`config.mk`:
```
export PLATFORM = sky130hd
export DESIGN_NAME = hps_port
export DESIGN_NICKNAME = d
export VERILOG_FILES = /design/src/core/hps_pkg.sv /design/src/core/hps_pin_if.sv /design/src/core/hps_port.sv /design/src/core/hps_sync2.sv
export SDC_FILE = /design/constraint.sdc
export NUM_CORES = 1
export LEC_CHECK = 0
export ABC_AREA = 1
export BUFFER_PORTS_ARGS = -buffer_cell sky130_fd_sc_hd__buf_4
export CAP_MARGIN = 20
export CORE_MARGIN = 3
export CORE_UTILIZATION = 59
export DETAILED_ROUTE_END_ITERATION = 12
export PLACE_DENSITY = 0.9
export SLEW_MARGIN = 25
export SYNTH_ARGS = -nofsm -noshare
export SYNTH_HDL_FRONTEND = slang
export SYNTH_SLANG_ARGS = --single-unit
```
`constraint.sdc`:
```
create_clock -name I_CLOCK -period 2.58 [get_ports I_CLOCK]
set_input_delay 0.387 -clock I_CLOCK [delete_from_list [all_inputs] [get_ports I_CLOCK]]
set_output_delay 0.387 -clock I_CLOCK [all_outputs]
set_load 0.005 [all_outputs]
```
`src/core/hps_pkg.sv`:
```
// Shared constants and types of the host-port strobe handshake block.
// Assumes one 100 MHz core clock; all pin inputs arrive asynchronously.
package hps_pkg;
  localparam int HPS_DATA_W = 16;
  localparam int HPS_WORD_W = 32;
  localparam int HPS_PIN_W = 24;
  // Field positions in the raw pin bundle
  localparam int HPS_B_CS_N = 0;
  localparam int HPS_B_DS1 = 1;
  localparam int HPS_B_DS2 = 2;
  localparam int HPS_B_AS_N = 3;
  localparam int HPS_B_CODE = 4;
  localparam int HPS_B_RW = 6;
  localparam int HPS_B_HALF = 7;
  localparam int HPS_B_DATA = 8;
  // Access type codes
  localparam logic [1:0] HPS_ACC_CTRL = 2'h0;
  localparam logic [1:0] HPS_ACC_DATA_INC = 2'h1;
  localparam logic [1:0] HPS_ACC_PTR = 2'h2;
  localparam logic [1:0] HPS_ACC_DATA_FIX = 2'h3;
  // Read data leads the wait release by this many clock periods
  localparam int HPS_CLK_PERIOD_NS = 10;
  localparam int HPS_LEAD_PERIODS = 2;
  localparam int HPS_LEAD_NS = HPS_LEAD_PERIODS * HPS_CLK_PERIOD_NS;
  localparam logic [1:0] HPS_LEAD_CYC = 2'((HPS_LEAD_NS + HPS_CLK_PERIOD_NS - 1) / HPS_CLK_PERIOD_NS);
  localparam logic [HPS_PIN_W-1:0] HPS_PIN_RST = 24'h00000f;

  typedef enum logic [1:0] {S_IDLE, S_FETCH, S_LEAD, S_BUSY} hps_state_t;

  typedef struct packed {
    logic [1:0] code;
    logic rw;
    logic half;
  } hps_sel_t;

  typedef struct packed {
    hps_state_t st;
    logic stb_q;
    logic as_q;
    logic as_seen;
    hps_sel_t sel;
    logic served;
    logic [HPS_WORD_W-1:0] win;
    logic pf_valid;
    logic busy_rd;
    logic [1:0] cnt;
    logic wait_hi;
    logic fetch;
    logic store;
    logic reg_wr;
    logic [HPS_WORD_W-1:0] wdata;
    logic [HPS_DATA_W-1:0] dout;
    logic oe;
  } hps_regs_t;
endpackage

```
`src/core/hps_pin_if.sv`:
```
// Carries the raw host pins and their synchronised copy between modules.
// Assumes the raw bundle is driven straight from device pins.
`timescale 1ns/100ps
interface hps_pin_if
  import hps_pkg::*;
(
  input wire logic clk,
  input wire logic rst_n
);
  logic [HPS_PIN_W-1:0] raw;
  logic [HPS_PIN_W-1:0] sync;
  modport syncer (input clk, input rst_n, input raw, output sync);
  modport user (output raw, input sync);
endinterface

```
`src/core/hps_port.sv`:
```
// Host-port strobe handshake: strobe forming, select latching, wait and bus drive.
// Assumes an internal transfer engine answering with a done pulse, and pins
// that are asynchronous to I_CLOCK.
`timescale 1ns/100ps
module hps_port
  import hps_pkg::*;
(
  input wire logic I_CLOCK,
  input wire logic I_RESETN,
  input wire logic I_PORT_CHIP_SELECT_N,
  input wire logic I_DATA_STROBE_ONE,
  input wire logic I_DATA_STROBE_TWO,
  input wire logic I_ADDR_STROBE_N,
  input wire logic [1:0] I_ACCESS_TYPE_CODE,
  input wire logic I_READ_WRITE_SELECT,
  input wire logic I_HALF_WORD_SELECT,
  input wire logic [HPS_DATA_W-1:0] I_HOST_DATA_BUS,
  output logic [HPS_DATA_W-1:0] O_HOST_DATA_BUS,
  output logic O_HOST_DATA_BUS_OE,
  output logic O_HOST_WAIT,
  output logic O_XFER_REQ,
  output logic O_XFER_WRITE,
  output logic [HPS_WORD_W-1:0] O_XFER_WDATA,
  input wire logic I_XFER_DONE,
  input wire logic [HPS_WORD_W-1:0] I_XFER_RDATA,
  output logic O_REG_WR,
  output logic O_REG_SEL_PTR,
  output logic [HPS_DATA_W-1:0] O_REG_WDATA,
  input wire logic [HPS_DATA_W-1:0] I_REG_RDATA
);
  hps_pin_if pins (.clk(I_CLOCK), .rst_n(I_RESETN));
  hps_regs_t q;
  hps_regs_t d;
  logic cs_n_s;
  logic stb_s;
  logic as_n_s;
  hps_sel_t sel_s;
  logic [HPS_DATA_W-1:0] data_s;
  logic is_data;
  logic is_inc;

  assign pins.raw = {I_HOST_DATA_BUS, I_HALF_WORD_SELECT, I_READ_WRITE_SELECT, I_ACCESS_TYPE_CODE,
                     I_ADDR_STROBE_N, I_DATA_STROBE_TWO, I_DATA_STROBE_ONE, I_PORT_CHIP_SELECT_N};

  hps_sync2 u_sync (.pins(pins.syncer));

  assign cs_n_s = pins.sync[HPS_B_CS_N];
  assign stb_s = ~(pins.sync[HPS_B_DS1] ^ pins.sync[HPS_B_DS2]) | cs_n_s;
  assign as_n_s = pins.sync[HPS_B_AS_N];
  assign sel_s = {pins.sync[HPS_B_CODE +: 2], pins.sync[HPS_B_RW], pins.sync[HPS_B_HALF]};
  assign data_s = pins.sync[HPS_B_DATA +: HPS_DATA_W];
  assign is_data = (q.sel.code == HPS_ACC_DATA_INC) || (q.sel.code == HPS_ACC_DATA_FIX);
  assign is_inc = (q.sel.code == HPS_ACC_DATA_INC);

  always_comb
  begin
    d = q;
    d.fetch = 1'b0;
    d.store = 1'b0;
    d.reg_wr = 1'b0;
    d.stb_q = stb_s;
    d.as_q = as_n_s;
    // Latch select group on address strobe if used, else on strobe fall
    if (q.as_q && !as_n_s)
    begin
      d.sel = sel_s;
      d.as_seen = 1'b1;
    end
    else if (q.stb_q && !stb_s && !q.as_seen)
    begin
      d.sel = sel_s;
    end
    case (q.st)
      S_IDLE:
      begin
        if (!stb_s && !q.stb_q && !q.served)
        begin
          d.served = 1'b1;
          if (q.sel.rw)
          begin
            if (is_data && !q.sel.half && !(is_inc && q.pf_valid))
            begin
              d.fetch = 1'b1;
              d.wait_hi = 1'b1;
              d.st = S_FETCH;
            end
            else
            begin
              d.dout = !is_data ? I_REG_RDATA : (q.sel.half ? q.win[31:16] : q.win[15:0]);
              d.oe = 1'b1;
            end
          end
        end
        else if (stb_s && !q.stb_q && q.served)
        begin
          d.served = 1'b0;
          d.as_seen = 1'b0;
          d.oe = 1'b0;
          if (!q.sel.rw)
          begin
            if (!is_data)
            begin
              d.reg_wr = 1'b1;
              d.wdata = {16'h0000, data_s};
            end
            else if (!q.sel.half)
            begin
              d.win[15:0] = data_s;
              d.pf_valid = 1'b0;
            end
            else
            begin
              d.win[31:16] = data_s;
              d.wdata = {data_s, q.win[15:0]};
              d.store = 1'b1;
              d.wait_hi = 1'b1;
              d.busy_rd = 1'b0;
              d.pf_valid = 1'b0;
              d.st = S_BUSY;
            end
          end
          else if (is_inc && q.sel.half)
          begin
            d.fetch = 1'b1;
            d.wait_hi = 1'b1;
            d.busy_rd = 1'b1;
            d.pf_valid = 1'b0;
            d.st = S_BUSY;
          end
        end
      end
      S_FETCH:
      begin
        if (I_XFER_DONE)
        begin
          d.win = I_XFER_RDATA;
          // Only an auto-increment prefetch counts as prefetched
          d.pf_valid = 1'b0;
          d.dout = I_XFER_RDATA[15:0];
          d.oe = 1'b1;
          d.cnt = HPS_LEAD_CYC - 2'h1;
          d.st = S_LEAD;
        end
      end
      S_LEAD:
      begin
        if (q.cnt == 2'h0)
        begin
          d.wait_hi = 1'b0;
          d.st = S_IDLE;
        end
        else
        begin
          d.cnt = q.cnt - 2'h1;
        end
      end
      S_BUSY:
      begin
        if (I_XFER_DONE)
        begin
          if (q.busy_rd)
          begin
            d.win = I_XFER_RDATA;
            d.pf_valid = 1'b1;
          end
          d.wait_hi = 1'b0;
          d.st = S_IDLE;
        end
      end
      default:
      begin
        d.st = S_IDLE;
      end
    endcase
    if (stb_s)
    begin
      d.oe = 1'b0;
    end
  end

  always_ff @(posedge I_CLOCK)
  begin
    if (!I_RESETN)
    begin
      q <= '0;
      q.stb_q <= 1'b1;
      q.as_q <= 1'b1;
    end
    else
    begin
      q <= d;
    end
  end

  assign O_HOST_WAIT = q.wait_hi & ~cs_n_s;
  assign O_HOST_DATA_BUS = q.dout;
  assign O_HOST_DATA_BUS_OE = q.oe;
  assign O_XFER_REQ = q.fetch | q.store;
  assign O_XFER_WRITE = q.store;
  assign O_XFER_WDATA = q.wdata;
  assign O_REG_WR = q.reg_wr;
  assign O_REG_SEL_PTR = (q.sel.code == HPS_ACC_PTR);
  assign O_REG_WDATA = q.wdata[15:0];
endmodule // hps_port

```
`src/core/hps_sync2.sv`:
```
// Two-stage synchroniser for the host pin bundle.
// Assumes the pins are asynchronous to the core clock.
`timescale 1ns/100ps
module hps_sync2
  import hps_pkg::*;
(
  hps_pin_if.syncer pins
);
  logic [HPS_PIN_W-1:0] meta_q;
  logic [HPS_PIN_W-1:0] sync_q;

  always_ff @(posedge pins.clk)
  begin
    if (!pins.rst_n)
    begin
      meta_q <= HPS_PIN_RST;
      sync_q <= HPS_PIN_RST;
    end
    else
    begin
      meta_q <= pins.raw;
      sync_q <= meta_q;
    end
  end

  assign pins.sync = sync_q;
endmodule // hps_sync2

```
* Word-level counts from Yosys, hierarchy flattened *
Cells that the tools add are included.

cells by class
  $add $sub $neg = 1
  multiply operators = 0
  div/mod/pow operators = 0
  magnitude comparators = 0
  equality and inequality tests = 31
  shift-type cells = 0
  mux-type cells = 62
  bitwise operators = 12
  reduce and logical (&&, ||, !) cells = 44

operator list
  kind                                  number
  two-way mux 34 bit                    3
  two-way mux 33 bit                    3
  case mux 33 bit (3 select lines)      1
  two-way mux 32 bit                    3
  two-way mux 16 bit                    5
  two-way mux 17 bit                    3
  two-way mux 2 bit                     19
  two-way mux 36 bit                    1
  AND reduction 9 bit                   4
  two-way mux 35 bit                    1
  case mux 17 bit (2 select lines)      1
  != test 2 bit, second input constant  15
  != test 3 bit, second input constant  6
  two-way mux 1 bit                     17
  AND reduction 5 bit                   3
  != test 4 bit, second input constant  3
  nonzero test 2 bit                    6
  logical AND 1 bit                     11
  == test 2 bit, second input constant  4
  two-way mux 4 bit                     2
  NOT 1 bit                             8
  case mux 2 bit (4 select lines)       1
  AND reduction 8 bit                   1
  zero test 1 bit                       7
  other kinds (17)                      22

storage, ports and cells
  bits in registers = 147
  latch bits = 0
  bits in writable memories = 0
  memory bits (read-only) = 0
  input bits = 75
  output and inout port bits = 70
  word-level logic and storage cells = 172
  memories = 0

* Depth between registers and ports, before layout *
Gate-level depths: netlist (run 1).

  depth after elaboration = 8
  mapped depth = 12
  mapped depth without buffers = 11

* Cells and area by module *
Synthesis (run 1) repeated with hierarchy kept, for this count alone.

unflattened totals
  cell total of the unflattened synthesis = 984
  area, all modules = 6,965.4 sq um

modules (own cells, without submodules)
  module     instances  cells each  area an instance (sq um)  seq. area each (sq um)
  hps_port   1          835         5,604.1                   1,981.9
  hps_sync2  1          149         1,361.3                   960.9

* Least setup slack after synthesis (run 1) *
OpenSTA, ideal clock, no wires.

  path type = register -> register
  start point = reg q[97] (netlist name)
  end point = reg q, in the netlist O_HOST_DATA_BUS[2]
  library setup time = 117 ps
  data arrival time = 1,363 ps
  required time = 2,463 ps
  path slack = 1,100 ps
  cell stages (with the launch flop) = 11
  buffers on the path = 2
  period minus slack after synthesis = 1,480 ps
  cells stage by stage = dfxtp_1 buf_6 nor2_2 inv_1 a21oi_1 nor2_1 nor2_4 nand2_4 buf_6 nor3b_2 nor2_1

on the way
  longest elaborated chain between the ends = 3
  elaborated cells between the ends (all ways) = 9
  those cells by class = 5 x eq/ne; 1 x mux; 3 x reduce/logical

RTL lines
  what                                                                  line            source
  start: declaration                                                    hps_port.sv:32  hps_regs_t q;
  == test 2 x 1 -> 1 bit / zero test 2 bit (equally long branches)      hps_port.sv:73  case (q.st)
  != test 2 bit (no line) / nonzero test 2 bit (equally long branches)  --
  AND reduction 5 bit (no line)                                         --

Parallel ways exist; a longest one is shown, timed or not.
A chain may end at the register's enable or synchronous reset.

* Worst setup path in the final report (run 1) *
  start point = reg q[90] (netlist name)
  end point = reg q[82] (netlist name)

on the way
  longest elaborated chain between the ends = 2

RTL lines
  what
  != test 2 bit (no line)
  AND reduction 9 bit (no line)

Every way passes these cells.

==> out/qor.yml, run 1 <==
core_um2: 11000
yosys-top-cells-area: "dfxtp_1, nand2_1, buf_4"
grt_pass1_vias: 5759
tightestPinTransition_ns: 0.730
crit_start: "q[90]"
root_buffer: "clkbuf_16"
area_delta_synth_final_pct: 16.9
grt_max_degree: 75
required_ns: 2.90
vias_per_cell: 5.28
h-tree-depth: 4
die_w_um: 113
synth_edf_count: 0
first_iter_violations: 470
grt_antenna_before_repair: 0
syn-cell-area_um2: 6760
diodes: 0
slew_headroom_pct: 51.2
r2r-end: "q[82]"
outcome: "completed"
fin_crit_sh_pct: 83.6
ys_ff_latch: 147
instances_no_fill: 1170
ys_top_cells_by_count: "nand2_1, dfxtp_1, nor2_1"
tns_ns: 0
vias: 6177
postCtsSetupBuffers: 0
ys_async_sr_fraction_pct: 0
crit_family: "simple AND/OR/NAND/NOR gates"
final.setup.worst_slack_ns: 0.422
initial_core_util_pct: 61.3
fin_util_pct: 71.6
r2r_slack_ns: 0.42
period_needed_ns: 2.16
r2r-start: "q[90]"
hold_class: "input pin to flop"
dp_hpwl_um: 12500
wl_per_cell_um: 15.2
rows: 38
cp_data_arrival_time_ns: 2.48
synth_top_area_share_pct: 43.6
rsz0062_at_grt: "false"
cp_slowest_cell: "nor2_4"
insertion_delay_ns: 0.43
cts.sinks: 147
pre_cts_slack_ns: 0.488
worstPathCellList: "buf_4 -> nand2_1 -> o21ai_0 -> nand3_1 -> nor2_4 -> nand3_1 -> nand2_1 -> nor2_1"
finalMaxSlewViolations: 0
wirelength_um: 17700
holdBufCountCts: 0
rr_worst_depth: 8
fillers: 904
cp-start-kind: "flop"
synth_warnings: 0
synthFlopType: "dfxtp_1"
regArea_um2: 2940
leakage_nw: 3.96
grt_use_total_pct: 27.4
multi_input_area_um2: 2700
cts_tree: "yes"
io_buffers: 144
drt_pass1_iterations: 6
endpoint: "q[82]"
finClkSkew_ns: 0.00985
die-height_um: 113
io_pins: 145
routabilityCongestion: 0.900
yosysTopAreaCell: "dfxtp_1"
powerDensity_nw_per_um2: 857
grt_pass1_wl_um: 27500
fmax_ghz: 0.463
cts_buffer_depth: 2
critPathBufInv: 1
ir_drop_mv: 0.665
crit_fanout: 32
hold_viol: 0
clkTransAtPathRegs_ns: 0.07
nNetsFinal: 1093
grt_overflow: 0
die_area_um2: 12800
seq_area_frac_synth_pct: 43.6
synth.distinct_cells: 33
synth_nets: 1030
cp-end-kind: "flop"
yosysMostFrequentCell: "nand2_1"
ant_nets: 0
postCtsResizedCells: 0
hold_ws_ns: 0.138
critical-path-max-stage-delay_ns: 0.60
synthCells: 954
setup_viol: 0
max_cap_viol_count: 0
layout-drive-gt1-share_pct: 22.0
cts_inserted_buffers: 17
path_class: "flop to flop"
syn_avg_cell_area_um2: 7.08
cp.depth: 8
place_inst: 1138
drc_errors: 0
## worst min path at each step
stage / startpoint / end / slack (ns) / cells past startpoint
after floorplan: u_sync.meta_q[10] / u_sync.pins.sync[10] / 0.39 / 2
after detailed placement: u_sync.meta_q[2] / u_sync.pins.sync[2] / 0.40 / 1
final: I_HOST_DATA_BUS[0] / u_sync.meta_q[8] / 0.14 / 3
after global placement: u_sync.meta_q[5] / u_sync.pins.sync[5] / 0.39 / 2
after global routing: I_HOST_DATA_BUS[0] / u_sync.meta_q[8] / 0.14 / 3
after CTS: I_HOST_DATA_BUS[2] / u_sync.meta_q[10] / 0.13 / 3
## state kept, by name, summed over array words and instances (netlist names)
| signal | cells |
|---|---|
| q | 48 |
| u_sync.meta_q | 24 |
| O_REG_WR | 1 |
| u_sync.pins.sync | 24 |
| O_HOST_DATA_BUS | 16 |
| O_XFER_WDATA | 32 |
| O_XFER_WRITE | 1 |
| O_HOST_DATA_BUS_OE | 1 |
## logic make-up after synthesis
group | share of synthesized area (%)
adder cells (fa/ha/maj) | 0.185
buffers and inverters | 16.5
AND/OR/NAND/NOR | 29.6
flip-flops | 43.6
AO/OA/AOI/OAI | 10.2
## where the power goes
part           switching [mW]  internal [mW]
clock network            1.03           1.28
registers               0.165           2.55
logic                    1.11          0.637
## layout make-up
type,count,area share [%]
sequential,147,37.3
multi-input combinational,600,34.2
timing repair buffer,155,14.7
clock buffer,18,5.56
inverter,96,4.59
tap,140,2.22
clock inverter,14,1.46
## metal layers
| metal | vias up | track usage [%] | share of wire (%) | routed length (µm) |
|---|---|---|---|---|
| met2 | 295 | 47.5 | 50 | 8790 |
| met1 | 2785 | 30.7 | 38 | 6710 |
| li1 | 3033 | - | - | - |
| met3 | 64 | 6.79 | 8.3 | 1470 |
| met4 | 0 | 15.5 | 4.3 | 757 |
| met5 | - | 0 | 0 | 0 |
## tightest hold or removal path, cell delays in order
cell and delay [ns]:
buf_4 0.08, nand2_1 0.04, inv_1 0.04
## layout by cell type, fill, tap and decap left out
cell type | Yosys | layout
nand2_1 | 280 | 280
buf_4 | 67 | 155
dfxtp_1 | 147 | 147
nor2_1 | 113 | 113
inv_1 | 91 | 91
a21oi_1 | 48 | 48
o21ai_0 | 43 | 43
nand3_1 | 40 | 40
clkbuf_16 | 0 | 17
a31oi_1 | 11 | 11
or2_2 | 10 | 10
nand4_1 | 8 | 8
o2111ai_1 | 8 | 8
nand3_2 | 6 | 6
inv_6 | 0 | 6
nor2_2 | 5 | 5
inv_2 | 4 | 4
a21oi_2 | 4 | 4
nand2_2 | 3 | 3
nor2_4 | 3 | 3
o211ai_1 | 3 | 3
o21ai_1 | 3 | 3
clkinv_4 | 0 | 3
and2_1 | 2 | 2
nor3_1 | 2 | 2
o22ai_1 | 2 | 2
nor3b_2 | 2 | 2
clkinvlp_4 | 0 | 2
clkinv_2 | 0 | 2
nor3_2 | 1 | 1
o21a_1 | 1 | 1
nand2_4 | 1 | 1
inv_4 | 1 | 1
ha_1 | 1 | 1
clkbuf_8 | 0 | 1
inv_8 | 0 | 1
## stage by stage
step | power, mW | area (µm²)
2_1_floorplan | 4.14 | 6760
3_3_place_gp | 4.44 | 7340
3_5_place_dp | 4.48 | 7340
4_1_cts | 6.77 | 7900
5_1_grt | 7.13 | 7900
6_report | 6.77 | 7900
Power figures use the tool's default switching activity.
==> inputs of run 2 (changes only) <==
--- a/config.mk
+++ b/config.mk
@@ -9,9 +9,9 @@
 export BUFFER_PORTS_ARGS = -buffer_cell sky130_fd_sc_hd__buf_4
 export CAP_MARGIN = 20
 export CORE_MARGIN = 3
-export CORE_UTILIZATION = 59
+export CORE_UTILIZATION = 49
 export DETAILED_ROUTE_END_ITERATION = 12
-export PLACE_DENSITY = 0.9
+export PLACE_DENSITY = 0.81
 export SLEW_MARGIN = 25
 export SYNTH_ARGS = -nofsm -noshare
 export SYNTH_HDL_FRONTEND = slang
==> constraint.sdc (replaced) <==
create_clock -name I_CLOCK -period 1.9 [get_ports I_CLOCK]
set_input_delay 0.285 -clock I_CLOCK [delete_from_list [all_inputs] [get_ports I_CLOCK]]
set_output_delay 0.285 -clock I_CLOCK [all_outputs]
set_load 0.005 [all_outputs]
==> run 2 against run 1 <==
  * Clock-buffer cell count is 2 higher
  * Sequential power up 36%
  * Via count decreased by 1.1%
  * Die area grew 19%
  * Global-route usage down 3.9 points
  * Worst setup slack got worse by 0.35 ns
  * Register-to-register slack worse by 0.26 ns
  * Combinational power up 50%
  * Sequential share of layout area decreased by 1.4 points
  * First-iteration DRC count increased by 7.9%
  * Wire length rose by 1.7%
  * Utilization decreased by 10 points
  * Largest cell class unchanged
==> out/qor.yml, run 2 (synthesis gave the netlist of run 1 again) <==
cp-start-kind: "flop"
crit_start: "q[92]"
die-height_um: 123  # +9.2%
max_cap_viol_count: 0  # unchanged
final_cell_mix: "nand2_1, buf_4, dfxtp_1"
holdPathStages: 3  # unchanged
r2r-start: "q[97]"
met1Wirelength_um: 7300  # +8.8%
clkTransAtPathRegs_ns: 0.06  # about the same
hold_viol: 0  # unchanged
min_to: "u_sync.meta_q[4]"
rr_worst_depth: 10  # +2
crit_family: "buffers and inverters"
h-tree-depth: 4  # unchanged
top_register: "q"
io_pins: 145  # unchanged
fillers: 1219  # +35%
internal_power_mw: 6.52  # +46%
met2_length_um: 9030  # +2.7%
cp_slowest_cell: "dfxtp_1"
io_buffers: 144  # unchanged
root_buffer: "clkbuf_16"
dp_hpwl_um: 12900  # +2.9%
fmax_ghz: 0.548
die_area_um2: 15200  # +19%
cp-end-kind: "output pin"
setup_viol: 0  # unchanged
worstPathCellList: "buf_4 -> nor2_1 -> buf_4"
wl_per_cell_um: 14.8  # -2.5%
wirelength_um: 18000  # +1.7%
powerDensity_nw_per_um2: 1170  # +37%
rows: 42  # +11%
largest_register_ffs: 48  # unchanged
critPathBufInv: 2  # +1
outcome: "completed"
initial_core_util_pct: 50.6  # -11 points
clock_power_share_pct: 34.5  # +0.5 points
p_seq_share_pct: 38.4  # -1.7 points
cp_data_arrival_time_ns: 1.54  # -0.94 ns
p_comb_share_pct: 27.1  # +1.2 points
fin_util_pct: 61.6  # -10 points
layout-drive-gt1-share_pct: 23.5  # +1.4 points
r2r-end: "O_HOST_DATA_BUS[6]"
instances_no_fill: 1220  # +4.3%
cts.sinks: 147  # unchanged
grt_antenna_before_repair: 0  # unchanged
nNetsFinal: 1107  # +1.3%
routabilityCongestion: 0.908  # +0.83%
crit_fanout: 32  # unchanged
ir_drop_mv: 0.736  # +11%
path_class: "flop to output pin"
cts_buffer_depth: 2  # unchanged
finalMaxSlewViolations: 0  # unchanged
hold_class: "input pin to flop"
insertion_delay_ns: 0.43  # about the same
switchingPower_mw: 3.13  # +36%
holdBufCountCts: 0  # unchanged
fin_crit_sh_pct: 96.0
switching_share_pct: 32.4  # -1.6 points
grt_max_degree: 53  # -29%
required_ns: 1.62  # -1.28 ns
period_needed_ns: 1.82
diodes: 0  # unchanged
dr_wl_met3_um: 1140  # -22%
die_w_um: 123  # +9.2%
slew_headroom_pct: 74.6  # +23 points
grt_pass1_wl_um: 27400  # -0.50%
top_layer_used: "met4"
cp_common_cell: "buf_4"
r2r_slack_ns: 0.16  # -0.26 ns
first_iter_violations: 507  # +7.9%
finClkSkew_ns: 0.0132  # +0.00338 ns
area_delta_synth_final_pct: 21.6
vias: 6112  # -1.1%
grt_pass1_vias: 5620  # -2.4%
rsz0062_at_grt: "false"
grt_use_total_pct: 23.5  # -3.9 points
place_inst: 1183  # +4.0%
critical-path-max-stage-delay_ns: 0.44  # -0.16 ns
ant_nets: 0  # unchanged
drc_errors: 0  # unchanged
grt_overflow: 0  # unchanged
core_um2: 13300  # +21%
tightestPinTransition_ns: 0.380  # -0.351 ns
cts_tree: "yes"
final_common_cell: "nand2_1"
min_from: "I_ACCESS_TYPE_CODE[0]"
cts_inserted_buffers: 17  # unchanged
vias_per_cell: 5.01  # -5.1%
leakage_nw: 4.07  # +2.7%
drt_pass1_iterations: 5  # -1
-- run 2: cell count changes in the layout (fill, tap and decap cells not counted), sizes merged --
| cell | delta |
|---|---|
| buf | +11 |
| inv | -8 |
| clkinv | +1 |
| clkinvlp | +4 |
| clkbuf | +3 |
| nor2 | +1 |
| bufinv | +2 |
-- run 2: how the worst max path moves through the flow --
stage	to	slack, ns	cells after the start
final	O_REG_SEL_PTR	0.08	3
after global routing	q[83]	0.0005	11
after CTS	q[62]	0.04	9
after detailed placement	q[75]	-0.001	10
after global placement	q[73]	0.08	10
after floorplan	O_HOST_DATA_BUS[2]	0.42	10
-- run 2: power by group through the flow --
stage                     logic [mW]  registers, mW  clock network [mW]
final                           2.62           3.70                3.33
after global placement          2.39           3.74                   0
after detailed placement        2.42           3.75                   0
after global routing            2.95           3.75                3.50
after CTS                       2.47           3.69                3.37
after floorplan                 1.94           3.68                   0
-- run 2: layer usage --
layer	vias to the layer above	global-route usage [%]
met3	39	5.12
li1	3065	-
met1	2789	27.9
met2	219	40.6
met5	-	0
met4	0	10.6
-- run 2: area by class of cell --
cell class                 count  area (µm²)  share of cell area, %
timing repair buffer         167        1350                   16.4
sequential                   147        2940                   35.8
tap                          176         220                   2.68
clock buffer                  20         467                   5.68
timing repair inverter         1        7.51                 0.0914
clock inverter                12         131                   1.60
multi-input combinational    601        2730                   33.3
inverter                      96         369                   4.49
-- run 2: per-stage QoR --
stage               setup WS [ns]  hold slack [ns]  total power, mW  setup TNS, ns  cell area (µm²)
finish                     0.0753           0.0353             9.65              0             8220
global route             0.000462           0.0339             10.2              0             8220
CTS                        0.0433           0.0276             9.52              0             8120
detailed placement       -0.00128            0.397             6.18       -0.00128             7510
global placement           0.0770            0.393             6.13              0             7510
floorplan                   0.420            0.383             5.62              0             6760
-- run 2: repair_timing --
item,CTS,global route
buffers inserted,0,2
setup endpoints to repair,2,42
pin swaps,1,2
cloned,1,2
gates resized for setup,1,10
-- run 2: worst reg2reg max path: cells and delay by family, from the launching register on --
| kind | cells | cell delay [ns] |
|---|---|---|
| buf+inv | 3 | 0.49 |
| flops | 1 | 0.40 |
| simple gates | 7 | 0.75 |
